`src/inc/fwd_cfg_pkg.sv`:
```
// Shared constants and types for the frame count and forwarding configuration block.
// Assumes one 8-bit register port driven by the serial control bus engine on the same clock.
package fwd_cfg_pkg;

  // Register port, forwarding port, frame number and sync period widths.
  localparam int unsigned ADDR_W   = 8;
  localparam int unsigned DATA_W   = 8;
  localparam int unsigned PORTS    = 4;
  localparam int unsigned NUM_W    = 16;
  localparam int unsigned PERIOD_W = 24;

  // Register offsets.
  localparam logic [7:0] SHAPE_CTL_OFS  = 8'h18;
  localparam logic [7:0] HIGH_UPPER_OFS = 8'h19;
  localparam logic [7:0] HIGH_LOWER_OFS = 8'h1A;
  localparam logic [7:0] LOW_UPPER_OFS  = 8'h1B;
  localparam logic [7:0] LOW_LOWER_OFS  = 8'h1C;
  localparam logic [7:0] LIM_UPPER_OFS  = 8'h1D;
  localparam logic [7:0] LIM_LOWER_OFS  = 8'h1E;
  localparam logic [7:0] RATE_CTL_OFS   = 8'h1F;
  localparam logic [7:0] FWD_CTL_OFS    = 8'h20;

  // Field positions.
  localparam int unsigned SHAPE_EN_BIT   = 0;
  localparam int unsigned SHAPE_MODE_BIT = 1;
  localparam int unsigned RATE_LSB       = 0;
  localparam int unsigned RATE_RSV_BIT   = 2;
  localparam int unsigned ROUTE_LSB      = 0;
  localparam int unsigned FWD_OFF_LSB    = 4;

  // Reset values.
  localparam logic [7:0] BYTE_RST      = 8'h00;
  localparam logic [7:0] LIM_LOWER_RST = 8'h04;
  localparam logic [7:0] LIM_UPPER_RST = 8'h00;
  localparam logic [1:0] SHAPE_RST     = 2'h0;
  localparam logic [3:0] FWD_OFF_RST   = 4'hF;
  localparam logic [3:0] ROUTE_RST     = 4'h0;
  localparam logic [15:0] NUM_RST      = 16'h0000;
  localparam logic [15:0] NUM_FIRST    = 16'h0001;

  // Lane rate encodings of the transmitter speed field.
  typedef enum logic [1:0] {
    RATE_1G5  = 2'h0,
    RATE_RSV  = 2'h1,
    RATE_800M = 2'h2,
    RATE_400M = 2'h3
  } lane_rate_e;

  localparam lane_rate_e RATE_RST = RATE_800M;

  // Phases of the frame sync generator.
  typedef enum logic [1:0] {
    PH_IDLE,
    PH_HIGH,
    PH_LOW
  } sync_phase_e;

  // Frame sync generator settings carried as one bundle.
  typedef struct packed {
    logic        enable;
    logic        even_mode;
    logic [15:0] high;
    logic [15:0] low;
  } sync_cfg_s;

endpackage

```
`src/design/csi_frame_count_forward_cfg.sv`:
```
// Configuration slice: frame sync periods, frame numbering, lane rate and port forwarding.
// Assumes the serial control bus engine and the raw frame builder share this clock.
module csi_frame_count_forward_cfg import fwd_cfg_pkg::*; (
  // Clock and reset.
  input  wire logic              ref_clk_i,
  input  wire logic              rst_i,
  // Register port from the serial control bus engine.
  input  wire logic [ADDR_W-1:0] reg_addr_i,
  input  wire logic              reg_wr_i,
  input  wire logic [DATA_W-1:0] reg_wdata_i,
  input  wire logic              reg_rd_i,
  output logic      [DATA_W-1:0] reg_rdata_o,
  // Raw mode frame builder.
  input  wire logic              raw_mode_i,
  input  wire logic              frame_start_i,
  input  wire logic              frame_end_i,
  output logic      [NUM_W-1:0]  frame_number_o,
  // Configuration towards the forwarding engines and transmitter.
  output logic      [1:0]        lane_rate_o,
  output logic      [PORTS-1:0]  forward_off_o,
  output logic      [PORTS-1:0]  output_route_o,
  output logic                   frame_sync_pulse_o
);

  logic [1:0]        shape_ff;
  logic [1:0]        nxt_shape;
  logic [7:0]        high_up_ff;
  logic [7:0]        nxt_high_up;
  logic [7:0]        high_lo_ff;
  logic [7:0]        nxt_high_lo;
  logic [7:0]        low_up_ff;
  logic [7:0]        nxt_low_up;
  logic [7:0]        low_lo_ff;
  logic [7:0]        nxt_low_lo;
  logic [7:0]        lim_up_ff;
  logic [7:0]        nxt_lim_up;
  logic [7:0]        lim_lo_ff;
  logic [7:0]        nxt_lim_lo;
  lane_rate_e        rate_ff;
  lane_rate_e        nxt_rate;
  logic              rate_rsv_ff;
  logic              nxt_rate_rsv;
  logic [PORTS-1:0]  off_ff;
  logic [PORTS-1:0]  nxt_off;
  logic [PORTS-1:0]  route_ff;
  logic [PORTS-1:0]  nxt_route;
  logic [DATA_W-1:0] rdata_ff;
  logic [DATA_W-1:0] nxt_rdata;
  logic [NUM_W-1:0]  num_ff;
  logic [NUM_W-1:0]  nxt_num;
  logic              in_frame_ff;
  logic              nxt_in_frame;
  logic [NUM_W-1:0]  limit;
  logic              take_start;
  sync_cfg_s         sync_cfg;

  // Register writes; the reserved bits 7:3 of the lane rate register are not stored.
  always_comb begin
    nxt_shape    = shape_ff;
    nxt_high_up  = high_up_ff;
    nxt_high_lo  = high_lo_ff;
    nxt_low_up   = low_up_ff;
    nxt_low_lo   = low_lo_ff;
    nxt_lim_up   = lim_up_ff;
    nxt_lim_lo   = lim_lo_ff;
    nxt_rate     = rate_ff;
    nxt_rate_rsv = rate_rsv_ff;
    nxt_off      = off_ff;
    nxt_route    = route_ff;
    if (reg_wr_i) begin
      case (reg_addr_i)
        SHAPE_CTL_OFS:  nxt_shape   = reg_wdata_i[SHAPE_MODE_BIT:SHAPE_EN_BIT];
        HIGH_UPPER_OFS: nxt_high_up = reg_wdata_i;
        HIGH_LOWER_OFS: nxt_high_lo = reg_wdata_i;
        LOW_UPPER_OFS:  nxt_low_up  = reg_wdata_i;
        LOW_LOWER_OFS:  nxt_low_lo  = reg_wdata_i;
        LIM_UPPER_OFS:  nxt_lim_up  = reg_wdata_i;
        LIM_LOWER_OFS:  nxt_lim_lo  = reg_wdata_i;
        RATE_CTL_OFS: begin
          nxt_rate     = lane_rate_e'(reg_wdata_i[RATE_LSB+1:RATE_LSB]);
          nxt_rate_rsv = reg_wdata_i[RATE_RSV_BIT];
        end
        FWD_CTL_OFS: begin
          nxt_off   = reg_wdata_i[FWD_OFF_LSB+PORTS-1:FWD_OFF_LSB];
          nxt_route = reg_wdata_i[ROUTE_LSB+PORTS-1:ROUTE_LSB];
        end
        default: begin
          nxt_shape = shape_ff;
        end
      endcase
    end
  end

  // Read data is captured one cycle after the strobe and held until the next read.
  always_comb begin
    nxt_rdata = rdata_ff;
    if (reg_rd_i) begin
      case (reg_addr_i)
        SHAPE_CTL_OFS:  nxt_rdata = {6'h00, shape_ff};
        HIGH_UPPER_OFS: nxt_rdata = high_up_ff;
        HIGH_LOWER_OFS: nxt_rdata = high_lo_ff;
        LOW_UPPER_OFS:  nxt_rdata = low_up_ff;
        LOW_LOWER_OFS:  nxt_rdata = low_lo_ff;
        LIM_UPPER_OFS:  nxt_rdata = lim_up_ff;
        LIM_LOWER_OFS:  nxt_rdata = lim_lo_ff;
        RATE_CTL_OFS:   nxt_rdata = {5'h00, rate_rsv_ff, rate_ff};
        FWD_CTL_OFS:    nxt_rdata = {off_ff, route_ff};
        default:        nxt_rdata = 8'h00;
      endcase
    end
  end

  // Configuration registers with their documented reset values.
  always_ff @(posedge ref_clk_i or posedge rst_i) begin
    if (rst_i) begin
      shape_ff    <= SHAPE_RST;
      high_up_ff  <= BYTE_RST;
      high_lo_ff  <= BYTE_RST;
      low_up_ff   <= BYTE_RST;
      low_lo_ff   <= BYTE_RST;
      lim_up_ff   <= LIM_UPPER_RST;
      lim_lo_ff   <= LIM_LOWER_RST;
      rate_ff     <= RATE_RST;
      rate_rsv_ff <= 1'b0;
      off_ff      <= FWD_OFF_RST;
      route_ff    <= ROUTE_RST;
      rdata_ff    <= BYTE_RST;
    end else begin
      shape_ff    <= nxt_shape;
      high_up_ff  <= nxt_high_up;
      high_lo_ff  <= nxt_high_lo;
      low_up_ff   <= nxt_low_up;
      low_lo_ff   <= nxt_low_lo;
      lim_up_ff   <= nxt_lim_up;
      lim_lo_ff   <= nxt_lim_lo;
      rate_ff     <= nxt_rate;
      rate_rsv_ff <= nxt_rate_rsv;
      off_ff      <= nxt_off;
      route_ff    <= nxt_route;
      rdata_ff    <= nxt_rdata;
    end
  end

  // Frame numbering. The number is chosen at frame start and held until the next start,
  // so the end packet reuses it; a start seen inside an open frame is ignored.
  assign limit      = {lim_up_ff, lim_lo_ff};
  assign take_start = frame_start_i && raw_mode_i && !in_frame_ff;

  always_comb begin
    nxt_num      = num_ff;
    nxt_in_frame = in_frame_ff;
    if (take_start) begin
      nxt_in_frame = 1'b1;
      if (limit == '0) begin
        nxt_num = NUM_RST;
      end else if (num_ff == '0 || num_ff >= limit) begin
        nxt_num = NUM_FIRST;
      end else begin
        nxt_num = num_ff + 1'b1;
      end
    end else if (frame_end_i) begin
      nxt_in_frame = 1'b0;
    end
  end

  // Frame counter registers.
  always_ff @(posedge ref_clk_i or posedge rst_i) begin
    if (rst_i) begin
      num_ff      <= NUM_RST;
      in_frame_ff <= 1'b0;
    end else begin
      num_ff      <= nxt_num;
      in_frame_ff <= nxt_in_frame;
    end
  end

  // Frame sync settings bundled for the generator; one process drives the whole bundle,
  // because separate continuous assignments to fields of one packed variable are refused.
  always_comb begin
    sync_cfg.enable    = shape_ff[SHAPE_EN_BIT];
    sync_cfg.even_mode = shape_ff[SHAPE_MODE_BIT];
    sync_cfg.high      = {high_up_ff, high_lo_ff};
    sync_cfg.low       = {low_up_ff, low_lo_ff};
  end

  sync_pulse_gen u_sync_gen (
    .ref_clk_i          (ref_clk_i),
    .rst_i              (rst_i),
    .cfg_i              (sync_cfg),
    .frame_sync_pulse_o (frame_sync_pulse_o)
  );

  // Outputs come straight from registers; a route change is only safe while the port is
  // disabled, which this block leaves to software.
  assign reg_rdata_o    = rdata_ff;
  assign frame_number_o = num_ff;
  assign lane_rate_o    = rate_ff;
  assign forward_off_o  = off_ff;
  assign output_route_o = route_ff;

  reset_vals_a: assert property (@(posedge ref_clk_i)
    $fell(rst_i) |-> limit == 16'h0004 && lane_rate_o == 2'h2 && forward_off_o == 4'hF
                     && output_route_o == 4'h0)
    else $error("Configuration did not come out of reset with its defaults.");

  low_write_a: assert property (@(posedge ref_clk_i) disable iff (rst_i)
    reg_wr_i && reg_addr_i == 8'h1B |=> sync_cfg.low[15:8] == $past(reg_wdata_i))
    else $error("Low period upper byte not stored.");

  limit_write_a: assert property (@(posedge ref_clk_i) disable iff (rst_i)
    reg_wr_i && reg_addr_i == 8'h1E |=> limit[7:0] == $past(reg_wdata_i))
    else $error("Frame limit lower byte not stored.");

  rate_write_a: assert property (@(posedge ref_clk_i) disable iff (rst_i)
    reg_wr_i && reg_addr_i == 8'h1F |=> lane_rate_o == $past(reg_wdata_i[1:0]))
    else $error("Lane rate field not taken from bits 1:0.");

  fwd_write_a: assert property (@(posedge ref_clk_i) disable iff (rst_i)
    reg_wr_i && reg_addr_i == 8'h20 |=> forward_off_o == $past(reg_wdata_i[7:4])
                                        && output_route_o == $past(reg_wdata_i[3:0]))
    else $error("Forwarding register fields misplaced.");

  num_zero_a: assert property (@(posedge ref_clk_i) disable iff (rst_i)
    take_start && limit == '0 |=> frame_number_o == '0)
    else $error("Frame number not zero with numbering disabled.");

  num_wrap_a: assert property (@(posedge ref_clk_i) disable iff (rst_i)
    take_start && limit != '0 && frame_number_o >= limit |=> frame_number_o == 16'h0001)
    else $error("Frame number did not wrap to one.");

  num_step_a: assert property (@(posedge ref_clk_i) disable iff (rst_i)
    take_start && frame_number_o != '0 && frame_number_o < limit
    |=> frame_number_o == $past(frame_number_o) + 16'h0001)
    else $error("Frame number did not advance by one.");

  num_hold_a: assert property (@(posedge ref_clk_i) disable iff (rst_i)
    in_frame_ff |=> $stable(frame_number_o))
    else $error("Frame number changed inside a frame.");

endmodule

```
`src/design/sync_pulse_gen.sv`:
```
// Frame sync pulse generator with separate or shared high and low periods.
// Assumes its settings come from registers on the same clock.
module sync_pulse_gen import fwd_cfg_pkg::*; (
  // Clock and reset.
  input  wire logic      ref_clk_i,
  input  wire logic      rst_i,
  // Settings.
  input  wire sync_cfg_s cfg_i,
  // Generated frame sync pulse.
  output logic           frame_sync_pulse_o
);

  sync_phase_e         phase_ff;
  sync_phase_e         nxt_phase;
  logic [PERIOD_W-1:0] cnt_ff;
  logic [PERIOD_W-1:0] nxt_cnt;
  logic                out_ff;
  logic                nxt_out;
  logic [PERIOD_W-1:0] high_len;
  logic [PERIOD_W-1:0] low_len;

  // In even mode one 24-bit value sets both phases; it reuses high byte 0 and both low bytes.
  always_comb begin
    if (cfg_i.even_mode) begin
      high_len = {cfg_i.high[7:0], cfg_i.low};
      low_len  = {cfg_i.high[7:0], cfg_i.low};
    end else begin
      high_len = {8'h00, cfg_i.high};
      low_len  = {8'h00, cfg_i.low};
    end
  end

  // A count of N holds its phase for N+1 cycles, so zero still gives one cycle.
  always_comb begin
    nxt_phase = phase_ff;
    nxt_cnt   = cnt_ff;
    nxt_out   = out_ff;
    if (!cfg_i.enable) begin
      nxt_phase = PH_IDLE;
      nxt_cnt   = '0;
      nxt_out   = 1'b0;
    end else begin
      case (phase_ff)
        PH_IDLE: begin
          nxt_phase = PH_HIGH;
          nxt_cnt   = high_len;
          nxt_out   = 1'b1;
        end
        PH_HIGH: begin
          if (cnt_ff == '0) begin
            nxt_phase = PH_LOW;
            nxt_cnt   = low_len;
            nxt_out   = 1'b0;
          end else begin
            nxt_cnt = cnt_ff - 1'b1;
          end
        end
        PH_LOW: begin
          if (cnt_ff == '0) begin
            nxt_phase = PH_HIGH;
            nxt_cnt   = high_len;
            nxt_out   = 1'b1;
          end else begin
            nxt_cnt = cnt_ff - 1'b1;
          end
        end
        default: begin
          nxt_phase = PH_IDLE;
          nxt_cnt   = '0;
          nxt_out   = 1'b0;
        end
      endcase
    end
  end

  // Generator state registers.
  always_ff @(posedge ref_clk_i or posedge rst_i) begin
    if (rst_i) begin
      phase_ff <= PH_IDLE;
      cnt_ff   <= '0;
      out_ff   <= 1'b0;
    end else begin
      phase_ff <= nxt_phase;
      cnt_ff   <= nxt_cnt;
      out_ff   <= nxt_out;
    end
  end

  assign frame_sync_pulse_o = out_ff;

  high_end_a: assert property (@(posedge ref_clk_i) disable iff (rst_i)
    phase_ff == PH_HIGH && cnt_ff == '0 && cfg_i.enable |=> !frame_sync_pulse_o)
    else $error("High phase did not end when its count ran out.");

  low_end_a: assert property (@(posedge ref_clk_i) disable iff (rst_i)
    phase_ff == PH_LOW && cnt_ff == '0 && cfg_i.enable |=> frame_sync_pulse_o)
    else $error("Low phase did not end when its count ran out.");

  high_load_a: assert property (@(posedge ref_clk_i) disable iff (rst_i)
    $rose(frame_sync_pulse_o) |-> cnt_ff == $past(high_len))
    else $error("High phase loaded the wrong period.");

endmodule

```
`config.mk`:
```
export PLATFORM = sky130hd
export DESIGN_NAME = csi_frame_count_forward_cfg
export DESIGN_NICKNAME = d
export VERILOG_FILES = /design/src/inc/fwd_cfg_pkg.sv /design/src/design/csi_frame_count_forward_cfg.sv /design/src/design/sync_pulse_gen.sv
export SDC_FILE = /design/constraint.sdc
export NUM_CORES = 1
export LEC_CHECK = 0
export BUFFER_PORTS_ARGS = -buffer_cell sky130_fd_sc_hd__buf_2
export CAP_MARGIN = 20
export CORE_ASPECT_RATIO = 1.2
export CORE_UTILIZATION = 54
export CTS_CLUSTER_DIAMETER = 50
export DETAILED_ROUTE_END_ITERATION = 7
export PLACE_DENSITY = 0.83
export SKIP_CTS_REPAIR_TIMING = 1
export SLEW_MARGIN = 40
export SYNTH_ARGS = -nofsm -noshare
export SYNTH_HDL_FRONTEND = slang
export SYNTH_SLANG_ARGS = --single-unit
```
`constraint.sdc`:
```
create_clock -name ref_clk_i -period 10.45 [get_ports ref_clk_i]
set_clock_uncertainty 0.1 [all_clocks]
set_input_delay 2.09 -clock ref_clk_i [delete_from_list [all_inputs] [get_ports ref_clk_i]]
set_output_delay 2.09 -clock ref_clk_i [all_outputs]
set_load 0.03 [all_outputs]
```
## After elaboration in Yosys (flattened, before gate mapping)

Index checks and enable logic that the tools add are counted.

- Register bits after elaboration: 113
- Input port bits: 23
- Word-level logic and storage cells: 71
- Output and inout port bits: 35

- Add/subtract/negate cells: 2
- Reductions and logical operators: 19
- Multiplexer cells: 19
- Equality and inequality tests: 13
- $lt $le $gt $ge: 1

Operator list:

| operator | number |
|---|---|
| 24-bit 2-to-1 mux | 5 |
| 24-bit one-hot mux with 3 select lines | 1 |
| 8-bit one-hot mux with 9 select lines | 1 |
| 8-bit by 5-bit equality test with 1-bit output (second input constant) | 8 |
| 16-bit zero test | 2 |
| 16-bit 2-to-1 mux | 2 |
| 24-bit zero test | 1 |
| 24-bit by 1-bit subtractor with 24-bit output (second input constant) | 1 |
| 2-bit AND reduction | 10 |
| 16-bit by 1-bit adder with 16-bit output (second input constant) | 1 |
| 16-bit greater-or-equal comparator | 1 |
| 8-bit by 6-bit equality test with 1-bit output (second input constant) | 1 |
| 2-bit 2-to-1 mux | 3 |
| 3-bit by 2-bit != test with 1-bit output (second input constant) | 2 |
| 2-bit one-hot mux with 3 select lines | 1 |
| 1-bit 2-to-1 mux | 5 |
| 1-bit one-hot mux with 3 select lines | 1 |
| 2-bit by 1-bit equality test with 1-bit output (second input constant) | 1 |
| 2-bit equality test (second input constant) | 1 |
| 1-bit logical AND | 2 |
| 2-bit zero test | 1 |
| 2-bit nonzero test | 1 |
| 1-bit zero test | 1 |
| 1-bit logical OR | 1 |

## Logic depth before layout (Yosys ltp)

Gate-level depths: netlist of the first run.

- Depth in word-level cells: 4
- Mapped depth: 10
- Gate-level depth less buffers: 8

## Modules after synthesis

From an unflattened synthesis of the first run, not the netlist that was laid out.

- Cells, all modules: 653
- Area total of the unflattened synthesis: 6,811.5 um^2

By module, submodules not included:

| module | area an instance (um^2) | sequential area each (um^2) | cells an instance | times used |
|---|---|---|---|---|
| csi_frame_count_forward_cfg | 4,733.3 | 2,159.6 | 420 | 1 |
| sync_pulse_gen | 2,078.2 | 650.6 | 233 | 1 |

## Worst setup path after synthesis of the first run

OpenSTA, ideal clock, no wires.

- Kind: input to register
- Start: input reg_addr_i[2]
- End: register lim_lo_ff[0]
- Cell stages on the path: 5
- Library setup time: 0.125 ns
- Buffers on the path: 2
- Setup slack: 6.676 ns
- Data required time: 10.225 ns
- Arrival: 3.549 ns
- Path through: buf_2 > buf_1 > nand2_1 > nor2_1 > mux2_2

- Word-level cells in the longest chain between the ends: 2

Ends and longest elaborated chain:

| item | RTL line | RTL |
|---|---|---|
| start, declared | csi_frame_count_forward_cfg.sv:8 | `input wire logic [ADDR_W-1:0] reg_addr_i,` |
| 8-bit by 5-bit equality test with 1-bit output | csi_frame_count_forward_cfg.sv:71 | `case (reg_addr_i)` |
| 2-bit AND reduction (no line) | - |  |
| end signal, assigned | csi_frame_count_forward_cfg.sv:135 | `lim_lo_ff <= nxt_lim_lo;` |
| end, declared | csi_frame_count_forward_cfg.sv:37 | `logic [7:0] lim_lo_ff;` |

No other way between the ends.
A chain may end at the register's enable or synchronous reset.

## Final worst setup path of the first run

- Start: input reg_addr_i[7]
- End: register lim_lo_ff[4]

Same word-level chain as after synthesis.

==> results of run 1 <==
## report_power, final
group,switching (W),leakage [nW],internal (W)
clock,0.000214,0.266,0.000354
combinational,0.000102,1.77,0.0000596
sequential,0.0000300,1.50,0.000459
total,0.000346,3.54,0.000872
## state kept, by name (all words and copies together) (netlist names)
| name | cells |
|---|---|
| high_lo_ff | 8 |
| frame_number_o | 16 |
| u_sync_gen.cnt_ff | 24 |
| u_sync_gen.phase_ff | 2 |
| output_route_o | 4 |
| lim_lo_ff | 8 |
| u_sync_gen.frame_sync_pulse_o | 1 |
| low_up_ff | 8 |
| reg_rdata_o | 8 |
| lane_rate_o | 2 |
| in_frame_ff | 1 |
| lim_up_ff | 8 |
| shape_ff | 2 |
| low_lo_ff | 8 |
| high_up_ff | 8 |
| rate_rsv_ff | 1 |
| forward_off_o | 4 |
## through the flow
stage / hold WS, ns / total power [W]
after floorplan: 0.375 / 0.000604
after global placement: 0.391 / 0.000647
after detailed placement: 0.401 / 0.000653
final: 0.413 / 0.00122
after global routing: 0.424 / 0.00126
after CTS: 0.412 / 0.00121
## per-layer routing
| layer | vias up | GRT usage | wire [um] |
|---|---|---|---|
| li1 | 2509 | - | - |
| met1 | 2816 | 0.363 | 6980 |
| met2 | 260 | 0.523 | 9280 |
| met3 | 91 | 0.0707 | 1040 |
| met4 | 0 | 0.185 | 971 |
| met5 | - | 0 | 0 |
## cell type report
type	count	area share
diodes	1	0.000331
clock buffers	18	0.0581
clock inverters	14	0.0187
inverters	24	0.0123
multi-input cells	485	0.468
flip-flops and latches	113	0.375
well taps	157	0.0260
repair buffers	60	0.0412
## worst paths after layout
| path | end | slack [ns] | from |
|---|---|---|---|
| setup reg to reg | u_sync_gen.cnt_ff[14] | 7.29 | u_sync_gen.cnt_ff[7] |
| max in group asynchronous | lim_up_ff[0] | 7.59 | rst_i |
| min in group asynchronous | frame_number_o[14] | 1.68 | rst_i |
| setup / recovery | lim_lo_ff[4] | 6.63 | reg_addr_i[7] |
| hold reg to reg | reg_rdata_o[3] | 0.41 | reg_rdata_o[3] |
| hold / removal | reg_rdata_o[3] | 0.41 | reg_rdata_o[3] |
## cells by family after synthesis
group,count (synthesis),synth area share
fa+ha+maj,20,0.0379
mux,86,0.151
flops,113,0.430
xor+xnor,21,0.0279
compound gates,142,0.148
buf+inv,51,0.0353
simple gates,216,0.170
## synth_stat cells, drive strengths merged, types with 3 or more instances
cell	count	area share
nand3	19	0.014
xor2	8	0.011
o21ai	34	0.026
xnor2	13	0.017
and3	13	0.012
dfstp	6	0.024
clkbuf	15	0.0085
nor3	14	0.012
mux4	5	0.017
nand2b	6	0.0057
ha	20	0.038
o31a	5	0.0066
o32ai	4	0.0053
a21o	5	0.0057
o311ai	5	0.0066
or3	3	0.0028
nor2	48	0.027
o21a	4	0.0046
nand4b	3	0.0040
buf	12	0.013
o31ai	7	0.0080
a21oi	29	0.022
nor2b	10	0.0095
a22oi	5	0.0057
a22o	9	0.012
and2	4	0.0042
mux2i	20	0.030
or2	4	0.0038
nor4	14	0.018
mux2	61	0.10
dfrtp	107	0.41
inv	24	0.014
nand2	62	0.035
a221oi	8	0.011
or4	4	0.0051
a211oi	8	0.0091
nand4	3	0.0028
==> reports/qor.txt, run 1 <==
RUN STATUS
-----------------------------------------------------------------------------------------
Status ..................................................................... finished clean

YOSYS
-----------------------------------------------------------------------------------------
Number of warnings printed during yosys synthesis ..........................            0
Cell Area, Synth ...........................................................    6600 um^2
Number of flops mapped to enable cells by yosys ............................            0
Sequential-to-total area share from yosys stat .............................        0.430
Top flip-flop cell by instance count after synthesis ....................... sky130_fd_sc_hd__dfrtp_1
Proportion of register bits with asynchronous set or reset after synthesis .         1.00
Post-synthesis net count ...................................................          692
Post-synthesis register bit count ..........................................          113
Distinct cell type count after synthesis ...................................           68
Number of instances in the synthesized netlist .............................          649
Avg Inst Size Synth ........................................................    10.2 um^2

CRITICAL PATH
-----------------------------------------------------------------------------------------
Worst path arrival time ....................................................      4.02 ns
Required time of the critical path .........................................     10.65 ns
Cell chain of the critical path ............................................ buf_2 -> nor2_1 -> nand4b_1 -> nor2_1 -> nand2_1 -> nor2_1 -> mux2_2
Slowest cell on the critical path .......................................... sky130_fd_sc_hd__nor2_1
Critical-path maximum fanout ...............................................            8
Cell occurring most often along the worst timing path ...................... sky130_fd_sc_hd__nor2_1
Critical path depth ........................................................            7
Worst R2R Path Depth .......................................................            6
Startpoint Class ...........................................................    input pin
Kind of end point of the critical path .....................................    flip-flop
Worst Path Class, Setup .................................................... input pin to flip-flop
Maximum cell stage delay along the critical path ...........................      0.56 ns
Crit path buffers/inverters ................................................            1
Category of cells accounting for the largest share of critical-path delay .. simple AND/OR/NAND/NOR gates

STA
-----------------------------------------------------------------------------------------
Count of endpoints failing setup in the final report .......................            0
Unrepaired setup endpoints after global routing ............................        false
Final period utilization ...................................................        0.365
Min Tclk post-route ........................................................      3.82 ns
Setup TNS after final layout ...............................................         0 ns
Max-slew violations ........................................................            0
Max-slew headroom at the worst pin .........................................        0.452
FMAX .......................................................................    0.262 GHz
Final WS setup .............................................................      6.63 ns
Actual transition at the worst max-transition pin ..........................     0.822 ns
Count of final hold-check violations .......................................            0

ROUTING
-----------------------------------------------------------------------------------------
Total wire length after detailed routing ...................................     18300 um
Average wire per cell in the routed design .................................      20.9 um
Initial DRC count ..........................................................          406
Avg Vias per Cell ..........................................................         6.51
Drt first pass iters .......................................................            7
Count of vias placed by the detailed router ................................         5676
Post-route DRC violation count .............................................            0
Antenna violation net count after detailed routing .........................            0

RUN
-----------------------------------------------------------------------------------------
Number of max-capacitance violations reported ..............................            0

GLOBAL ROUTING
-----------------------------------------------------------------------------------------
Number of antenna violations at the first check in global routing ..........            0
Total congestion overflow after global routing .............................            0
Maximum number of pins on one net before global-route repair ...............           64
Overall global routing resource usage ......................................        0.312
First-pass GRT wire length .................................................     29200 um
Number of global-route vias before repair ..................................         5582

POWER AND IR DROP
-----------------------------------------------------------------------------------------
Total power per unit cell area .............................................  161 nW/um^2
Leakage power total ........................................................      3.54 nW
Maximum vdd ir drop ........................................................   0.000102 V

FINISH
-----------------------------------------------------------------------------------------
Final cell utilization of the core .........................................        0.644
Relative area change from synthesis to final layout ........................        14.5%
Fillers ....................................................................          935
Number of nets in the final layout .........................................          744
FF+latch area ..............................................................    2840 um^2
Design Area, Final .........................................................    7560 um^2
Fraction of final layout cells sized beyond drive strength 1 ...............        0.256
Leading cell type in the layout, fill and taps excluded .................... sky130_fd_sc_hd__dfrtp_1
Non-filler instance count after layout .....................................          872
Highest-count cells in the layout ignoring fill and taps ................... sky130_fd_sc_hd__dfrtp_1 (106), sky130_fd_sc_hd__nand2_1 (61), sky130_fd_sc_hd__mux2_2 (61), sky130_fd_sc_hd__buf_2 (57), sky130_fd_sc_hd__nor2_1 (47)
Footprint of the multi-input gates .........................................    3540 um^2

CLOCK NETWORK
-----------------------------------------------------------------------------------------
Max Root-Sink Buffers ......................................................            2
# H-tree levels ............................................................            4
Clock network latency to the later pin of the worst-skew pair ..............      0.42 ns
Count of clock tree sinks ..................................................          113
CTS clk-pin slew, worst paths ..............................................      0.05 ns
Number of clock buffers inserted by TritonCTS ..............................           17
TritonCTS clock tree .......................................................          yes
Root Driver ................................................................ sky130_fd_sc_hd__clkbuf_16

PLACEMENT
-----------------------------------------------------------------------------------------
Count of buffers inserted at the top-level ports ...........................           57
Final HPWL DP ..............................................................     12500 um
Worst slack at placement ...................................................      6.28 ns
Dpl cells ..................................................................          839
Weighted congestion at the end of routability-driven global placement ......        0.968
Post-Place Cell Area .......................................................    6970 um^2

FLOORPLANNING
-----------------------------------------------------------------------------------------
Die H ......................................................................       123 um
Row cnt ....................................................................           43
Die width ..................................................................       103 um
Boundary Pins ..............................................................           58
Die area ...................................................................   12700 um^2
Starting utilization of the core area ......................................        0.563
Standard cell core area ....................................................   11700 um^2

HOLD PATH
-----------------------------------------------------------------------------------------
Worst hold stages ..........................................................            1
Worst Hold Class ........................................................... flip-flop to flip-flop

(Power assumes the default switching activity.)
==> run 2, diff against run 1 <==
Settings changed: PLACE_DENSITY 0.83 to 0.86.
Clock period 10.45 ns to 3.2 ns, I/O delays scaled along.
==> run 2 against run 1 <==
Net effect: count of clock-buffer cells in the layout increased by 9; flip-flop and latch count unchanged; via count up 0.69%; wire length is 2.9% higher; critical path depth is 2 higher; worst hold slack got worse by 0.33 ns; largest cell class unchanged; clock power rose to 3.4 times the previous value.
==> reports/qor.txt, run 2 (synthesis results as in run 1) <==
RUN STATUS
------------------------------------------------------------------------------------
Status ................................................................ finished clean

CLOCK NETWORK
------------------------------------------------------------------------------------
Count of clock tree sinks .............................................          113
Max Root-Sink Buffers .................................................            2
TritonCTS clock tree ..................................................          yes
CTS clk-pin slew, worst paths .........................................      0.06 ns
Clock network latency to the later pin of the worst-skew pair .........      0.42 ns
# H-tree levels .......................................................            4
Root Driver ........................................................... sky130_fd_sc_hd__clkbuf_16
Number of clock buffers inserted by TritonCTS .........................           17

FLOORPLANNING
------------------------------------------------------------------------------------
Die H .................................................................       123 um
Boundary Pins .........................................................           58
Die width .............................................................       103 um
Die area ..............................................................   12700 um^2
Starting utilization of the core area .................................        0.563
Standard cell core area ...............................................   11700 um^2
Row cnt ...............................................................           43

STA
------------------------------------------------------------------------------------
Setup TNS after final layout ..........................................         0 ns
Final period utilization ..............................................        0.868
Unrepaired setup endpoints after global routing .......................        false
FMAX ..................................................................    0.360 GHz
Max-slew headroom at the worst pin ....................................        0.431
Worst-case hold slack .................................................    0.0794 ns
Count of endpoints failing setup in the final report ..................            0
Final WS setup ........................................................     0.424 ns
Max-slew violations ...................................................            0
Count of final hold-check violations ..................................            0
Actual transition at the worst max-transition pin .....................     0.853 ns
Min Tclk post-route ...................................................      2.78 ns

ROUTING
------------------------------------------------------------------------------------
Count of vias placed by the detailed router ...........................         5715
Drt first pass iters ..................................................            5
Initial DRC count .....................................................          425
Antenna violation net count after detailed routing ....................            0
Post-route DRC violation count ........................................            0
Total wire length after detailed routing ..............................     18800 um
Average wire per cell in the routed design ............................      21.2 um
Avg Vias per Cell .....................................................         6.45

CRITICAL PATH
------------------------------------------------------------------------------------
Required time of the critical path ....................................      3.40 ns
Startpoint Class ......................................................    flip-flop
Kind of end point of the critical path ................................    flip-flop
Critical-path maximum fanout ..........................................           16
Worst path arrival time ...............................................      2.98 ns
Worst Path Class, Setup ............................................... flip-flop to flip-flop

PLACEMENT
------------------------------------------------------------------------------------
Post-Place Cell Area ..................................................    7090 um^2
Count of buffers inserted at the top-level ports ......................           57
Worst slack at placement ..............................................     0.435 ns
Final HPWL DP .........................................................     13200 um
Weighted congestion at the end of routability-driven global placement .        0.903

FINISH
------------------------------------------------------------------------------------
Fraction of final layout cells sized beyond drive strength 1 ..........        0.263
Leading cell type in the layout, fill and taps excluded ............... sky130_fd_sc_hd__dfrtp_1
Antenna Diode Count ...................................................            0
Highest-count cells in the layout ignoring fill and taps .............. sky130_fd_sc_hd__dfrtp_1 (107), sky130_fd_sc_hd__nand2_1 (62), sky130_fd_sc_hd__mux2_2 (61), sky130_fd_sc_hd__buf_2 (57), sky130_fd_sc_hd__nor2_1 (48)
Relative area change from synthesis to final layout ...................        17.0%
Number of nets in the final layout ....................................          759
Number of flip-flops under the largest register name ..................           24
Design Area, Final ....................................................    7720 um^2
Register with the most flip-flops ..................................... u_sync_gen.cnt_ff

GLOBAL ROUTING
------------------------------------------------------------------------------------
Number of antenna violations at the first check in global routing .....            0
Total congestion overflow after global routing ........................            0
Maximum number of pins on one net before global-route repair ..........           35
Number of global-route vias before repair .............................         5770
First-pass GRT wire length ............................................     30100 um
Overall global routing resource usage .................................        0.320

POWER AND IR DROP
------------------------------------------------------------------------------------
Total power per unit cell area ........................................  527 nW/um^2
Maximum vdd ir drop ...................................................   0.000465 V
Leakage power total ...................................................      3.66 nW

HOLD PATH
------------------------------------------------------------------------------------
Worst Hold Class ...................................................... input pin to async pin

RUN
------------------------------------------------------------------------------------
Number of max-capacitance violations reported .........................            0

==> run 2: changes by cell type in the layout (fill, tap and decap cells not counted), moves of 3 or more <==
cell,change
sky130_fd_sc_hd__buf_4,+13
sky130_fd_sc_hd__clkbuf_8,+6
sky130_fd_sc_hd__clkinvlp_4,-6
sky130_fd_sc_hd__buf_12,+3
sky130_fd_sc_hd__clkbuf_1,+3
==> run 2: report_power, final <==
group	total, W	switching [W]	leakage, nW	internal (W)
Sequential	0.00159	0.0000923	1.50	0.00150
Combinational	0.000553	0.000343	1.86	0.000210
Clock	0.00192	0.000638	0.303	0.00129
Total	0.00407	0.00107	3.66	0.00299
==> run 2: area by class of cell <==
type / instances / area, um^2
clock buffer: 27 / 533
clock inverter: 5 / 75.1
fill: 924 / 4010
inverter: 24 / 93.8
multi-input combinational: 485 / 3530
sequential: 113 / 2840
tap: 157 / 196
timing repair buffer: 75 / 458
==> run 2: critical path: stages (launching register included) <==
cell	delay (ns)
sky130_fd_sc_hd__dfrtp_1	0.40
sky130_fd_sc_hd__inv_1	0.12
sky130_fd_sc_hd__ha_1	0.15
sky130_fd_sc_hd__or4b_2	0.65
sky130_fd_sc_hd__nor3_2	0.23
sky130_fd_sc_hd__nand2_1	0.16
sky130_fd_sc_hd__buf_4	0.24
sky130_fd_sc_hd__nand2_1	0.17
sky130_fd_sc_hd__a22oi_1	0.12
sky130_fd_sc_hd__o31a_1	0.32
==> run 2: stage by stage <==
step | utilization | cells | power (W)
4_1_cts | 0.657 | 885 | 0.00406
6_report | 0.658 | 886 | 0.00407
3_5_place_dp | 0.605 | 853 | 0.00215
2_1_floorplan | - | 649 | 0.00197
3_3_place_gp | 0.605 | 853 | 0.00213
5_1_grt | 0.658 | 886 | 0.00420
==> run 2: worst paths after layout <==
check	start	cells after the start	end	slack, ns
worst max-delay path	u_sync_gen.cnt_ff[0]	9	u_sync_gen.cnt_ff[11]	0.42
worst min-delay path	rst_i	2	lane_rate_o[0]	0.08
worst max register to register	u_sync_gen.cnt_ff[0]	9	u_sync_gen.cnt_ff[11]	0.42
worst min register to register	reg_rdata_o[5]	1	reg_rdata_o[5]	0.40
max in group asynchronous	rst_i	3	frame_number_o[0]	2.38
min in group ref_clk_i	frame_end_i	2	in_frame_ff	0.30
==> run 2: routing by layer <==
layer / track usage / part of all wire / up-vias
met4: 0.185 / 0.050 / 0
met5: 0 / 0 / -
li1: - / - / 2534
met3: 0.0633 / 0.063 / 81
met1: 0.375 / 0.38 / 2806
met2: 0.545 / 0.51 / 294
